$ cat src/cdc_pkg.sv
// shared constants and types for the converter register bank
package cdc_pkg;
	// pointer addresses
	localparam logic [7:0] ADDR_STATUS = 8'h00;
	localparam logic [7:0] ADDR_CAP_H = 8'h01;
	localparam logic [7:0] ADDR_CAP_M = 8'h02;
	localparam logic [7:0] ADDR_CAP_L = 8'h03;
	localparam logic [7:0] ADDR_AUX_H = 8'h04;
	localparam logic [7:0] ADDR_AUX_M = 8'h05;
	localparam logic [7:0] ADDR_AUX_L = 8'h06;
	localparam logic [7:0] ADDR_CAP_SETUP = 8'h07;
	localparam logic [7:0] ADDR_AUX_SETUP = 8'h08;
	localparam logic [7:0] ADDR_EXCITATION_SETUP = 8'h09;
	localparam logic [7:0] ADDR_CONFIG = 8'h0A;
	localparam logic [7:0] ADDR_DAC_A = 8'h0B;
	localparam logic [7:0] ADDR_DAC_B = 8'h0C;
	localparam logic [7:0] ADDR_OFS_H = 8'h0D;
	localparam logic [7:0] ADDR_OFS_L = 8'h0E;
	localparam logic [7:0] ADDR_CGAIN_H = 8'h0F;
	localparam logic [7:0] ADDR_CGAIN_L = 8'h10;
	localparam logic [7:0] ADDR_VGAIN_H = 8'h11;
	localparam logic [7:0] ADDR_VGAIN_L = 8'h12;
	localparam logic [7:0] ADDR_LAST = 8'h12;
	// values after reset
	localparam logic [7:0] RST_STATUS = 8'h07;
	localparam logic [7:0] RST_SETUP = 8'h00;
	localparam logic [7:0] RST_EXC = 8'h03;
	localparam logic [7:0] RST_CONFIG = 8'hA0;
	localparam logic [7:0] RST_DAC = 8'h00;
	localparam logic [7:0] RST_OFS_H = 8'h80;
	localparam logic [7:0] RST_OFS_L = 8'h00;
	localparam logic [23:0] RST_RESULT = 24'h000000;
	// field positions
	localparam int STAT_EXC_BIT = 3;
	localparam int STAT_RDY_BIT = 2;
	localparam int STAT_AUX_BIT = 1;
	localparam int STAT_CAP_BIT = 0;
	localparam int SETUP_EN_BIT = 7;
	localparam int CAP_SEL2_BIT = 6;
	// bus
	localparam logic [6:0] SLAVE_ADDR = 7'h48;
	localparam logic [2:0] BIT_LAST = 3'h7;
	typedef enum logic [2:0] {
		ST_IDLE, ST_ADDR, ST_ADDR_ACK, ST_WR, ST_WR_ACK, ST_RD, ST_RD_ACK
	} cdc_bus_state_t;
endpackage

$ cat src/cdc_serial_slave.sv
// byte-level two-wire bus slave engine
`timescale 1ns/1ps
module cdc_serial_slave import cdc_pkg::*; (
	// system
	input wire logic i_clk,
	input wire logic i_rst_n,
	// bus pins
	input wire logic i_scl,
	input wire logic i_sda,
	output logic o_sda_oe_n,
	// register side
	input wire logic [7:0] i_tx_byte,
	output logic o_start,
	output logic o_stop,
	output logic o_wr_ptr,
	output logic o_wr_data,
	output logic [7:0] o_rx_byte,
	output logic o_rd_load,
	output logic o_rd_ack
);
	cdc_bus_state_t state_r;
	logic scl_q_r;
	logic sda_q_r;
	logic [2:0] cnt_r;
	logic [7:0] sh_r;
	logic drive_r;
	logic first_r;
	logic rd_mode_r;
	logic got8_r;
	logic acked_r;
	wire scl_rise = i_scl & ~scl_q_r;
	wire scl_fall = ~i_scl & scl_q_r;
	wire start_det = i_scl & scl_q_r & sda_q_r & ~i_sda;
	wire stop_det = i_scl & scl_q_r & ~sda_q_r & i_sda;
	wire rx_state = (state_r == ST_ADDR) || (state_r == ST_WR);
	wire addr_hit = (sh_r[7:1] == SLAVE_ADDR);

	assign o_sda_oe_n = ~drive_r;

	always_ff @(posedge i_clk) begin
		scl_q_r <= i_scl;
		sda_q_r <= i_sda;
		o_start <= 1'b0;
		o_stop <= 1'b0;
		o_wr_ptr <= 1'b0;
		o_wr_data <= 1'b0;
		o_rd_load <= 1'b0;
		o_rd_ack <= 1'b0;
		if (!i_rst_n) begin
			state_r <= ST_IDLE;
			scl_q_r <= 1'b1;
			sda_q_r <= 1'b1;
			cnt_r <= 3'h0;
			sh_r <= 8'h00;
			drive_r <= 1'b0;
			first_r <= 1'b0;
			rd_mode_r <= 1'b0;
			got8_r <= 1'b0;
			acked_r <= 1'b0;
			o_rx_byte <= 8'h00;
		end else if (stop_det) begin
			state_r <= ST_IDLE;
			drive_r <= 1'b0;
			o_stop <= 1'b1;
		end else if (start_det) begin
			state_r <= ST_ADDR;
			cnt_r <= 3'h0;
			got8_r <= 1'b0;
			drive_r <= 1'b0;
			o_start <= 1'b1;
		end else begin
			if (rx_state && scl_rise) begin
				sh_r <= {sh_r[6:0], i_sda};
				cnt_r <= cnt_r + 3'h1;
				got8_r <= (cnt_r == BIT_LAST);
			end
			case (state_r)
				ST_ADDR: begin
					if (scl_fall && got8_r) begin
						got8_r <= 1'b0;
						rd_mode_r <= sh_r[0];
						first_r <= 1'b1;
						drive_r <= addr_hit;
						state_r <= addr_hit ? ST_ADDR_ACK : ST_IDLE;
					end
				end
				ST_ADDR_ACK: begin
					if (scl_fall) begin
						cnt_r <= 3'h0;
						if (rd_mode_r) begin
							sh_r <= i_tx_byte;
							drive_r <= ~i_tx_byte[7];
							o_rd_load <= 1'b1;
							state_r <= ST_RD;
						end else begin
							drive_r <= 1'b0;
							state_r <= ST_WR;
						end
					end
				end
				ST_WR: begin
					if (scl_fall && got8_r) begin
						// invalid addresses are acknowledged too
						got8_r <= 1'b0;
						o_rx_byte <= sh_r;
						o_wr_ptr <= first_r;
						o_wr_data <= ~first_r;
						first_r <= 1'b0;
						drive_r <= 1'b1;
						state_r <= ST_WR_ACK;
					end
				end
				ST_WR_ACK: begin
					if (scl_fall) begin
						drive_r <= 1'b0;
						cnt_r <= 3'h0;
						state_r <= ST_WR;
					end
				end
				ST_RD: begin
					if (scl_fall) begin
						if (cnt_r == BIT_LAST) begin
							drive_r <= 1'b0;
							acked_r <= 1'b0;
							state_r <= ST_RD_ACK;
						end else begin
							sh_r <= {sh_r[6:0], 1'b0};
							drive_r <= ~sh_r[6];
							cnt_r <= cnt_r + 3'h1;
						end
					end
				end
				ST_RD_ACK: begin
					if (scl_rise) begin
						acked_r <= ~i_sda;
						o_rd_ack <= ~i_sda;
						if (i_sda) begin
							state_r <= ST_IDLE;
						end
					end else if (scl_fall && acked_r) begin
						cnt_r <= 3'h0;
						sh_r <= i_tx_byte;
						drive_r <= ~i_tx_byte[7];
						o_rd_load <= 1'b1;
						state_r <= ST_RD;
					end
				end
				default: begin
					drive_r <= 1'b0;
				end
			endcase
		end
	end
endmodule

$ cat src/cdc_register_map_status.sv
// register bank, address pointer and conversion status of the converter
`timescale 1ns/1ps
module cdc_register_map_status import cdc_pkg::*; (
	// system
	input wire logic i_clk,
	input wire logic i_rst_n,
	// two-wire bus pins
	input wire logic i_scl,
	input wire logic i_sda,
	output logic o_sda,
	output logic o_sda_oe_n,
	// converter results and events
	input wire logic i_cap_done,
	input wire logic [23:0] i_cap_result,
	input wire logic i_aux_done,
	input wire logic [23:0] i_aux_result,
	input wire logic i_exc_fault,
	// factory trims
	input wire logic [15:0] i_cap_gain_trim,
	input wire logic [15:0] i_volt_gain_trim,
	// ready pin
	output logic o_rdy_n,
	// settings to the converter
	output logic [7:0] o_cap_setup,
	output logic [7:0] o_aux_setup,
	output logic [7:0] o_excitation_setup,
	output logic [7:0] o_config,
	output logic [7:0] o_dac_a,
	output logic [7:0] o_dac_b,
	output logic [15:0] o_cap_offset,
	output logic [15:0] o_cap_gain,
	output logic [15:0] o_volt_gain,
	output logic o_second_input_select
);
	logic bus_start;
	logic bus_stop;
	logic wr_ptr;
	logic wr_data;
	logic [7:0] rx_byte;
	logic rd_load;
	logic rd_ack;
	logic [7:0] ptr_r;
	logic [7:0] ptr_nxt;
	logic [7:0] rw_r [ADDR_CAP_SETUP:ADDR_LAST];
	logic [23:0] cap_data_r;
	logic [23:0] aux_data_r;
	logic cap_channel_done_n_r;
	logic cap_channel_done_n_nxt;
	logic aux_channel_done_n_r;
	logic aux_channel_done_n_nxt;
	logic excitation_fault_r;
	logic both_rdy_n_r;
	logic both_rdy_n_nxt;
	logic fresh_cap_r;
	logic fresh_aux_r;
	logic cap_rd_r;
	logic aux_rd_r;
	logic [7:0] rd_map [0:18];
	logic [7:0] tx_byte;
	logic [7:0] status;

	function automatic logic [7:0] rw_reset(input logic [7:0] a);
		case (a)
			ADDR_EXCITATION_SETUP: rw_reset = RST_EXC;
			ADDR_CONFIG: rw_reset = RST_CONFIG;
			ADDR_DAC_A: rw_reset = RST_DAC;
			ADDR_DAC_B: rw_reset = RST_DAC;
			ADDR_OFS_H: rw_reset = RST_OFS_H;
			ADDR_OFS_L: rw_reset = RST_OFS_L;
			default: rw_reset = RST_SETUP;
		endcase
	endfunction

	cdc_serial_slave u_slave (
		.i_clk(i_clk),
		.i_rst_n(i_rst_n),
		.i_scl(i_scl),
		.i_sda(i_sda),
		.o_sda_oe_n(o_sda_oe_n),
		.i_tx_byte(tx_byte),
		.o_start(bus_start),
		.o_stop(bus_stop),
		.o_wr_ptr(wr_ptr),
		.o_wr_data(wr_data),
		.o_rx_byte(rx_byte),
		.o_rd_load(rd_load),
		.o_rd_ack(rd_ack)
	);

	// open-drain: only ever pulls low
	assign o_sda = 1'b0;

	// address pointer
	wire ptr_step = rd_ack | wr_data;
	assign ptr_nxt = bus_stop ? ADDR_STATUS :
		wr_ptr ? rx_byte :
		ptr_step ? ptr_r + 8'h01 :
		ptr_r;

	always_ff @(posedge i_clk) begin
		if (!i_rst_n) begin
			ptr_r <= ADDR_STATUS;
		end else begin
			ptr_r <= ptr_nxt;
		end
	end

	// writable bank
	wire rw_hit = wr_data && (ptr_r >= ADDR_CAP_SETUP) && (ptr_r <= ADDR_LAST);
	always_ff @(posedge i_clk) begin
		if (!i_rst_n) begin
			for (int i = ADDR_CAP_SETUP; i <= ADDR_LAST; i++) begin
				rw_r[i] <= rw_reset(8'(i));
			end
			rw_r[ADDR_CGAIN_H] <= i_cap_gain_trim[15:8];
			rw_r[ADDR_CGAIN_L] <= i_cap_gain_trim[7:0];
			rw_r[ADDR_VGAIN_H] <= i_volt_gain_trim[15:8];
			rw_r[ADDR_VGAIN_L] <= i_volt_gain_trim[7:0];
		end else if (rw_hit) begin
			rw_r[ptr_r] <= rx_byte;
		end
	end

	wire cap_en = rw_r[ADDR_CAP_SETUP][SETUP_EN_BIT];
	wire aux_en = rw_r[ADDR_AUX_SETUP][SETUP_EN_BIT];

	// read tracking; the read ends with the stop
	wire cap_rd_hit = rd_load && (ptr_r >= ADDR_CAP_H) && (ptr_r <= ADDR_CAP_L);
	wire aux_rd_hit = rd_load && (ptr_r >= ADDR_AUX_H) && (ptr_r <= ADDR_AUX_L);
	// a read that starts in this very cycle blocks the update as well
	wire cap_accept = i_cap_done & ~cap_rd_r & ~cap_rd_hit;
	wire aux_accept = i_aux_done & ~aux_rd_r & ~aux_rd_hit;
	wire cap_clear = bus_stop & cap_rd_r;
	wire aux_clear = bus_stop & aux_rd_r;

	always_ff @(posedge i_clk) begin
		if (!i_rst_n) begin
			cap_rd_r <= 1'b0;
			aux_rd_r <= 1'b0;
		end else begin
			cap_rd_r <= bus_stop ? 1'b0 : (cap_rd_r | cap_rd_hit);
			aux_rd_r <= bus_stop ? 1'b0 : (aux_rd_r | aux_rd_hit);
		end
	end

	// results
	always_ff @(posedge i_clk) begin
		if (!i_rst_n) begin
			cap_data_r <= RST_RESULT;
			aux_data_r <= RST_RESULT;
		end else begin
			if (cap_accept) begin
				cap_data_r <= i_cap_result;
			end
			if (aux_accept) begin
				aux_data_r <= i_aux_result;
			end
		end
	end

	// per-channel flags: a new result wins over the clear
	assign cap_channel_done_n_nxt = cap_accept ? 1'b0 :
		cap_clear ? 1'b1 : cap_channel_done_n_r;
	assign aux_channel_done_n_nxt = aux_accept ? 1'b0 :
		aux_clear ? 1'b1 : aux_channel_done_n_r;

	// combined flag when both channels run
	wire pair_done = (fresh_cap_r | cap_accept) & (fresh_aux_r | aux_accept);
	wire both_rise = cap_accept | aux_accept | cap_clear | aux_clear;
	assign both_rdy_n_nxt = pair_done ? 1'b0 : both_rise ? 1'b1 : both_rdy_n_r;

	always_ff @(posedge i_clk) begin
		if (!i_rst_n) begin
			cap_channel_done_n_r <= RST_STATUS[STAT_CAP_BIT];
			aux_channel_done_n_r <= RST_STATUS[STAT_AUX_BIT];
			both_rdy_n_r <= RST_STATUS[STAT_RDY_BIT];
			excitation_fault_r <= RST_STATUS[STAT_EXC_BIT];
			fresh_cap_r <= 1'b0;
			fresh_aux_r <= 1'b0;
		end else begin
			cap_channel_done_n_r <= cap_channel_done_n_nxt;
			aux_channel_done_n_r <= aux_channel_done_n_nxt;
			both_rdy_n_r <= both_rdy_n_nxt;
			excitation_fault_r <= i_exc_fault;
			fresh_cap_r <= pair_done ? 1'b0 : cap_accept ? 1'b1 : cap_clear ? 1'b0 : fresh_cap_r;
			fresh_aux_r <= pair_done ? 1'b0 : aux_accept ? 1'b1 : aux_clear ? 1'b0 : fresh_aux_r;
		end
	end

	// combined ready selection
	wire rdy_bit = (cap_en && aux_en) ? both_rdy_n_r :
		cap_en ? cap_channel_done_n_r :
		aux_en ? aux_channel_done_n_r :
		1'b1;
	assign status = {4'h0, excitation_fault_r, rdy_bit,
		aux_channel_done_n_r, cap_channel_done_n_r};
	assign o_rdy_n = rdy_bit;

	// read map; the pointer itself has no slot
	assign rd_map[0] = status;
	assign rd_map[1] = cap_data_r[23:16];
	assign rd_map[2] = cap_data_r[15:8];
	assign rd_map[3] = cap_data_r[7:0];
	assign rd_map[4] = aux_data_r[23:16];
	assign rd_map[5] = aux_data_r[15:8];
	assign rd_map[6] = aux_data_r[7:0];
	for (genvar g = ADDR_CAP_SETUP; g <= ADDR_LAST; g++) begin : g_map
		assign rd_map[g] = rw_r[g];
	end
	assign tx_byte = (ptr_r <= ADDR_LAST) ? rd_map[ptr_r[4:0]] : 8'h00;

	// settings out
	assign o_cap_setup = rw_r[ADDR_CAP_SETUP];
	assign o_aux_setup = rw_r[ADDR_AUX_SETUP];
	assign o_excitation_setup = rw_r[ADDR_EXCITATION_SETUP];
	assign o_config = rw_r[ADDR_CONFIG];
	assign o_dac_a = rw_r[ADDR_DAC_A];
	assign o_dac_b = rw_r[ADDR_DAC_B];
	assign o_cap_offset = {rw_r[ADDR_OFS_H], rw_r[ADDR_OFS_L]};
	assign o_cap_gain = {rw_r[ADDR_CGAIN_H], rw_r[ADDR_CGAIN_L]};
	assign o_volt_gain = {rw_r[ADDR_VGAIN_H], rw_r[ADDR_VGAIN_L]};
	assign o_second_input_select = rw_r[ADDR_CAP_SETUP][CAP_SEL2_BIT];
endmodule

$ cat config.mk
export PLATFORM = sky130hd
export DESIGN_NAME = cdc_register_map_status
export DESIGN_NICKNAME = d
export VERILOG_FILES = /design/src/cdc_pkg.sv /design/src/cdc_serial_slave.sv /design/src/cdc_register_map_status.sv
export SDC_FILE = /design/constraint.sdc
export NUM_CORES = 1
export LEC_CHECK = 0
export BUFFER_PORTS_ARGS = -buffer_cell sky130_fd_sc_hd__buf_2
export CORE_MARGIN = 2
export CORE_UTILIZATION = 60
export CTS_CLUSTER_DIAMETER = 80
export DETAILED_ROUTE_END_ITERATION = 16
export PLACE_DENSITY_LB_ADDON = 0.05
export SETUP_SLACK_MARGIN = 0.15
export SLEW_MARGIN = 20
export SYNTH_ARGS = -nofsm -noshare
export SYNTH_HDL_FRONTEND = slang
export SYNTH_HIERARCHICAL = 1
export SYNTH_SLANG_ARGS = --single-unit
$ cat constraint.sdc
create_clock -name i_clk -period 5.95 [get_ports i_clk]
set_input_delay 0.2975 -clock i_clk [delete_from_list [all_inputs] [get_ports i_clk]]
set_output_delay 0.2975 -clock i_clk [all_outputs]
set_load 0.02 [all_outputs]
==> summary.md, run 1 <==
| Metric | Value |
|---|---|
| CP startpoint kind | `flop` |
| Final-report max-slew violation count | `0` |
| Number of instances resized during post-cts repair | `0` |
| Pwr per Cell Area | `268 nW/um2` |
| Number of fill cells in the layout | `1,198` |
| Slowest stage cell on the critical path | `sky130_fd_sc_hd__o21ai_0` |
| Skew final | `~0.012 ns` |
| P&R area growth vs syn | `16.1%` |
| Antenna diodes | `0` |
| Grt ovf | `0` |
| Number of standard-cell rows in the floorplan | `46` |
| Initial Util | `0.608` |
| Chip Width | `about 130 um` |
| Global-route wire length before repair | `40.3 mm` |
| PortBufs | `about 190` |
| Total of max-cap violations | `0` |
| Yosys synthesis warning count | `6` |
| Count of clock tree sinks | `194` |
| Routed wire length | `27.0 mm` |
| Average size of a mapped cell | `10.6 um2` |
| Post-route cell area | `11,100 um2` |
| Drt wl/cell | `roughly 21 um` |
| Clock transition at path regs | `0.07 ns` |
| Setup repair after global routing missed its margin | `no` |
| Via count of the first global-routing pass | `approximately 7,300` |
| DRC violation total after the first TritonRoute iteration | `777` |
| Worst-path maximum fanout | `40` |
| Number of placed cells counting well taps | `1,247` |
| Fmax achieved | `291 MHz` |
| Number of antenna violations at the first check in global routing | `0` |
| Crit path top cell by count | `sky130_fd_sc_hd__nand3_1` |
| Synthesized Nets | `993` |
| Fraction of layout cells with a size suffix above 1 | `0.278` |
| Die height | `130 um` |
| First drt pass iteration count | `5` |
| Crit share post-route | `0.577` |
| Maximum number of pins on one net before global-route repair | `between 80 and 90` |
| Cell area after synthesis | `9550 um2` |
| Root buf cell | `sky130_fd_sc_hd__clkbuf_16` |
| Instance area at placement | `10,500 um2` |
| Area of the die | `16,900 um2` |
| Cell Chain, Critical Path | `ha_1 -> nand2_1 -> nand3_1 -> nand3_1 -> o21ai_0` |
| Category of the critical setup timing path | `flop to flop` |
| Post-Synthesis Cells | `900` |
| Via count normalized by instance count | `a little over 6` |
| Data arrival at the endpoint of the critical path | `3.49 ns` |
| Type of the tightest min-delay check | `input pin to flop` |
| CTS tree | `yes` |
| Placer's final routability congestion estimate | `0.949` |
| Multi-input combinational cell area | `4350 um2` |
| CP max stage delay | `1.01 ns` |
| Placed wire-length estimate | `19.3 mm` |
| Worst Max-Slew Pin Slew | `1.09 ns` |
| Core Box Area | `15,700 um2` |
| Combined global-route utilization of all metal layers | `0.319` |
| Clock period minus worst slack | `3.43 ns` |
| Quantity of hold-fixing buffers added after cts | `0` |
| Total via count after detailed routing | `7,819` |
| Slew headroom | `0.267` |
| Count of buffering cells on the critical path with inverters included | `0` |
| Kind of cell with the highest combined delay on the critical path | `compound AO/OA/AOI/OAI gates` |
| Sequential cell area | `4850 um2` |
| Number of setup buffers added after CTS | `0` |
| Clock tree buffer depth | `2` |
| Run status | `finished, final reports clean` |
| Peak VDD IR | `~0.22 mV` |
| Setup TNS Final | `0 ns` |
| Final routed DRC violation total | `0` |
| Ports | `187` |
| Total clock buffers created by CTS | `17` |
| Number of endpoints failing setup at the final stage | `0` |
| Tot Pwr | `2970 uW` |
| CTS H-tree depth | `4` |
| Nets | `1,143` |
| Fin cells | `1,279` |
| Worst-skew pair later-pin latency | `0.44 ns` |
| Data required time of the worst path | `6.01 ns` |
| Number of nets with antenna violations after detailed routing | `0` |
| LEAKAGE | `0.00414 uW` |
| Capturing element type of the critical path | `flop` |
| Final hold vios | `0` |
-- path summary, 6_finish.rpt --
check,start,endpoint,slack (ns),depth (start not counted)
worst max-delay path,ptr_r[0],rw_r[14][7],2.52,5
worst min-delay path,i_exc_fault,excitation_fault_r,0.07,2
worst max register to register,ptr_r[0],rw_r[14][7],2.52,5
worst min register to register,u_slave/first_r,u_slave/o_wr_data,0.44,1
-- cell type report --
class                           instances  share of cell area
Sequential cell                       194               0.437
Tap cell                              216              0.0244
Timing Repair Buffer                  194              0.0902
Multi-Input combinational cell        628               0.392
Clock inverter                         10             0.00914
Clock buffer                           22              0.0423
Inverter                               15             0.00508
-- stage by stage --
step / hold slack [ns] / utilization / setup WS, ns
4_1_cts: 0.0614 / 0.706 / 2.54
2_1_floorplan: 0.371 / - / 3.41
3_5_place_dp: 0.421 / 0.670 / 2.54
6_report: 0.0730 / 0.706 / 2.52
5_1_grt: 0.0686 / 0.706 / 2.22
3_3_place_gp: 0.417 / 0.669 / 2.63
-- metal layers --
layer,vias up,global-route usage,share of wire
li1,3609,-,-
met1,3711,0.428,0.41
met2,430,0.498,0.46
met3,69,0.0787,0.098
met4,0,0.139,0.033
met5,-,0,0
-- state kept, by name, summed over array words and instances, names as in the netlist, 3 cells and up --
register	count
u_slave/o_rx_byte	8
rw_r	96
u_slave/sh_r	8
u_slave/cnt_r	3
ptr_r	8
cap_data_r	24
aux_data_r	24
u_slave/state_r	3
-- layout by cell type, fill, tap and decap left out, types with 8 or more instances in the layout --
cell type                   count
sky130_fd_sc_hd__a21boi_0      43
sky130_fd_sc_hd__a21oi_1       15
sky130_fd_sc_hd__a221oi_1      14
sky130_fd_sc_hd__a22o_1        10
sky130_fd_sc_hd__and2_1        11
sky130_fd_sc_hd__buf_2        185
sky130_fd_sc_hd__buf_4          8
sky130_fd_sc_hd__clkbuf_16     18
sky130_fd_sc_hd__dfxtp_1       95
sky130_fd_sc_hd__edfxtp_1      96
sky130_fd_sc_hd__inv_1         15
sky130_fd_sc_hd__mux2_2        40
sky130_fd_sc_hd__mux2i_1       32
sky130_fd_sc_hd__mux4_2        20
sky130_fd_sc_hd__nand2_1      138
sky130_fd_sc_hd__nand2b_1       9
sky130_fd_sc_hd__nand3_1       23
sky130_fd_sc_hd__nand4_1        9
sky130_fd_sc_hd__nor2_1        79
sky130_fd_sc_hd__nor2b_1       14
sky130_fd_sc_hd__nor3_1         9
sky130_fd_sc_hd__o21ai_0       27
sky130_fd_sc_hd__o21ai_1       11
-- power breakdown --
| part | leakage [uW] | internal (uW) | switching (uW) |
|---|---|---|---|
| registers | 0.00173 | 1470 | 63.3 |
| clock network | 0.000272 | 612 | 512 |
| logic | 0.00214 | 126 | 185 |
Note: power is estimated with default switching activity, not from simulation.
==> run 2, diff against run 1 <==
- CORE_UTILIZATION: 60 -> 50
- clock period: 5.95 -> 2.94 ns (I/O delays scaled with it)
==> run 2 against run 1 <==
Sequential share of layout area fell by 3.4 points; combinational power rose by 130%; critical path depth rose by 2; critical path type unchanged; global-route usage fell by 3.3 points; first-iteration DRC count fell by 14%; non-clock buffer count rose by 95; worst hold slack got worse by 0.063 ns; design area rose by 8.4%; register-to-register slack got worse by 2.1 ns; maximum frequency rose by 34%; clock-buffer cell count fell by 5.
==> summary.md, run 2 (same netlist as run 1, synthesis figures left out) <==
| Metric | Value |
|---|---|
| Total clock buffers created by CTS | `17` |
| Post-route cell area | `12,000 um2` |
| Number of endpoints failing setup at the final stage | `0` |
| Peak VDD IR | `0.395 mV` |
| Type of the tightest min-delay check | `input pin to flop` |
| Final routed DRC violation total | `0` |
| Slowest stage cell on the critical path | `sky130_fd_sc_hd__dfxtp_2` |
| Clock transition at path regs | `0.08 ns` |
| Worst Max-Slew Pin Slew | `0.607 ns` |
| CTS H-tree depth | `4` |
| Max FFs per register | `96` |
| Nets | `1,238` |
| Cell Chain, Critical Path | `buf_4 -> mux4_2 -> a22oi_1 -> nand3_1 -> a221oi_1 -> o21ai_1 -> o211a_1` |
| Via count normalized by instance count | `5.89` |
| Count of buffering cells on the critical path with inverters included | `1` |
| Top routing layer in use | `met4` |
| Chip Width | `between 100 and 150 um` |
| PortBufs | `185` |
| Pre-CTS setup slack | `around 0.41 ns` |
| Placed wire-length estimate | `20.9 mm` |
| Slew headroom | `0.589` |
| Number of antenna violations at the first check in global routing | `0` |
| Ports | `187` |
| Run status | `finished, final reports clean` |
| Fmax achieved | `389 MHz` |
| Sum of routed wire segments on met1 | `12.7 mm` |
| Capturing element type of the critical path | `flop` |
| Register ranked first by flip-flop count | `rw_r` |
| Final-report max-slew violation count | `0` |
| CP startpoint kind | `flop` |
| Metal2 WL | `between 10 and 15 mm` |
| Core Box Area | `approximately 19,000 um2` |
| Kind of cell with the highest combined delay on the critical path | `compound AO/OA/AOI/OAI gates` |
| Fin cells | `1,392` |
| Final hold vios | `0` |
| Die height | `142 um` |
| Setup repair after global routing missed its margin | `no` |
| Number of nets with antenna violations after detailed routing | `0` |
| Global-route wire length before repair | `43.6 mm` |
| Reg-to-reg slack, setup | `0.37 ns` |
| DRC violation total after the first TritonRoute iteration | `672` |
| Root buf cell | `sky130_fd_sc_hd__clkbuf_16` |
| CP max stage delay | `about 0.64 ns` |
| Crit share post-route | `0.874` |
| Routed length on met3 | `2.26 mm` |
| Instance area at placement | `10,800 um2` |
| First drt pass iteration count | `7` |
| Drt wl/cell | `20.7 um` |
| Combined global-route utilization of all metal layers | `0.286` |
| Routed wire length | `28.9 mm` |
| Worst-skew pair later-pin latency | `~0.44 ns` |
| Category of the critical setup timing path | `flop to flop` |
| Initial Util | `0.511` |
| Clock tree buffer depth | `2` |
| Via count of the first global-routing pass | `around 7,700` |
| P&R area growth vs syn | `25.9%` |
| CTS tree | `yes` |
| Total of max-cap violations | `0` |
| Pwr per Cell Area | `515 nW/um2` |
| Most common cell after layout, fill and taps aside | `sky130_fd_sc_hd__buf_2` |
| Antenna diodes | `0` |
| Fraction of layout cells with a size suffix above 1 | `0.289` |
| Total via count after detailed routing | `between 8,000 and 9,000` |
| Grt ovf | `0` |
| Highest-count cells in the layout ignoring fill and taps | `sky130_fd_sc_hd__buf_2, sky130_fd_sc_hd__nand2_1, sky130_fd_sc_hd__edfxtp_1` |
| Count of clock tree sinks | `around 190` |
| Worst-path maximum fanout | `18` |
| Post-route core utilization | `0.643` |
| Placer's final routability congestion estimate | `0.885` |
| Number of placed cells counting well taps | `1,301` |
| Final critical-path setup slack | `between 0.3 and 0.4 ns` |
| Maximum number of pins on one net before global-route repair | `around 50` |
| Clock period minus worst slack | `2.57 ns` |
| Biggest regs | `rw_r (96), aux_data_r (24), cap_data_r (24)` |
| Data required time of the worst path | `~3.3 ns` |
| Setup TNS Final | `0 ns` |
| LEAKAGE | `0.00458 uW` |
| Area of the die | `20,200 um2` |
| Data arrival at the endpoint of the critical path | `2.89 ns` |
| Number of standard-cell rows in the floorplan | `50` |
| Skew final | `about 0.015 ns` |
[run 2: changes by cell type in the layout (fill, tap and decap cells not counted), moves of 2 or more]
cell and change:
sky130_fd_sc_hd__o21ai_1 -3, sky130_fd_sc_hd__buf_4 +36, sky130_fd_sc_hd__o21ai_0 +3, sky130_fd_sc_hd__inv_6 +4
sky130_fd_sc_hd__clkinv_8 +5, sky130_fd_sc_hd__clkinvlp_4 -2, sky130_fd_sc_hd__dlygate4sd3_1 +59, sky130_fd_sc_hd__clkbuf_1 -3
[run 2: path summary, 6_finish.rpt]
check	cells after the start	endpoint	start
worst max-delay path	7	u_slave/sh_r[3]	ptr_r[1]
worst min-delay path	2	rw_r[18][4]	i_volt_gain_trim[4]
worst max register to register	7	u_slave/sh_r[3]	ptr_r[1]
worst min register to register	1	u_slave/o_wr_data	u_slave/first_r
[run 2: layer usage]
metal / GRT usage / up-vias
met5: 0 / -
met4: 0.0942 / 0
met3: 0.0535 / 42
met2: 0.448 / 386
met1: 0.403 / 3961
li1: - / 3812
[run 2: repair_timing]
action	4_1_cts	5_1_grt
setup buffers	0	0
endpoints found under the hold margin	57	2
hold buffers	57	2
gates resized for setup	0	0
[run 2: cell type report]
cell class	count	area (um2)
inverter	15	56.3
clock buffer	17	425
tap	234	293
timing repair buffer	289	1870
clock inverter	15	188
multi-input combinational	628	4350
fill	1508	6680
sequential	194	4850
[run 2: stage by stage]
step | hold WS [ns] | power (uW)
after detailed placement | 0.371 | 3810
after global routing | 0.00439 | 6390
after floorplan | 0.220 | 3540
after global placement | 0.368 | 3810
after CTS | 0.00168 | 6210
final | 0.0104 | 6190
[run 2: report_power, final]
group | switching [uW] | internal, uW | leakage, uW
clock | 1150 | 1220 | 0.000291
combinational | 396 | 317 | 0.00256
sequential | 131 | 2980 | 0.00173
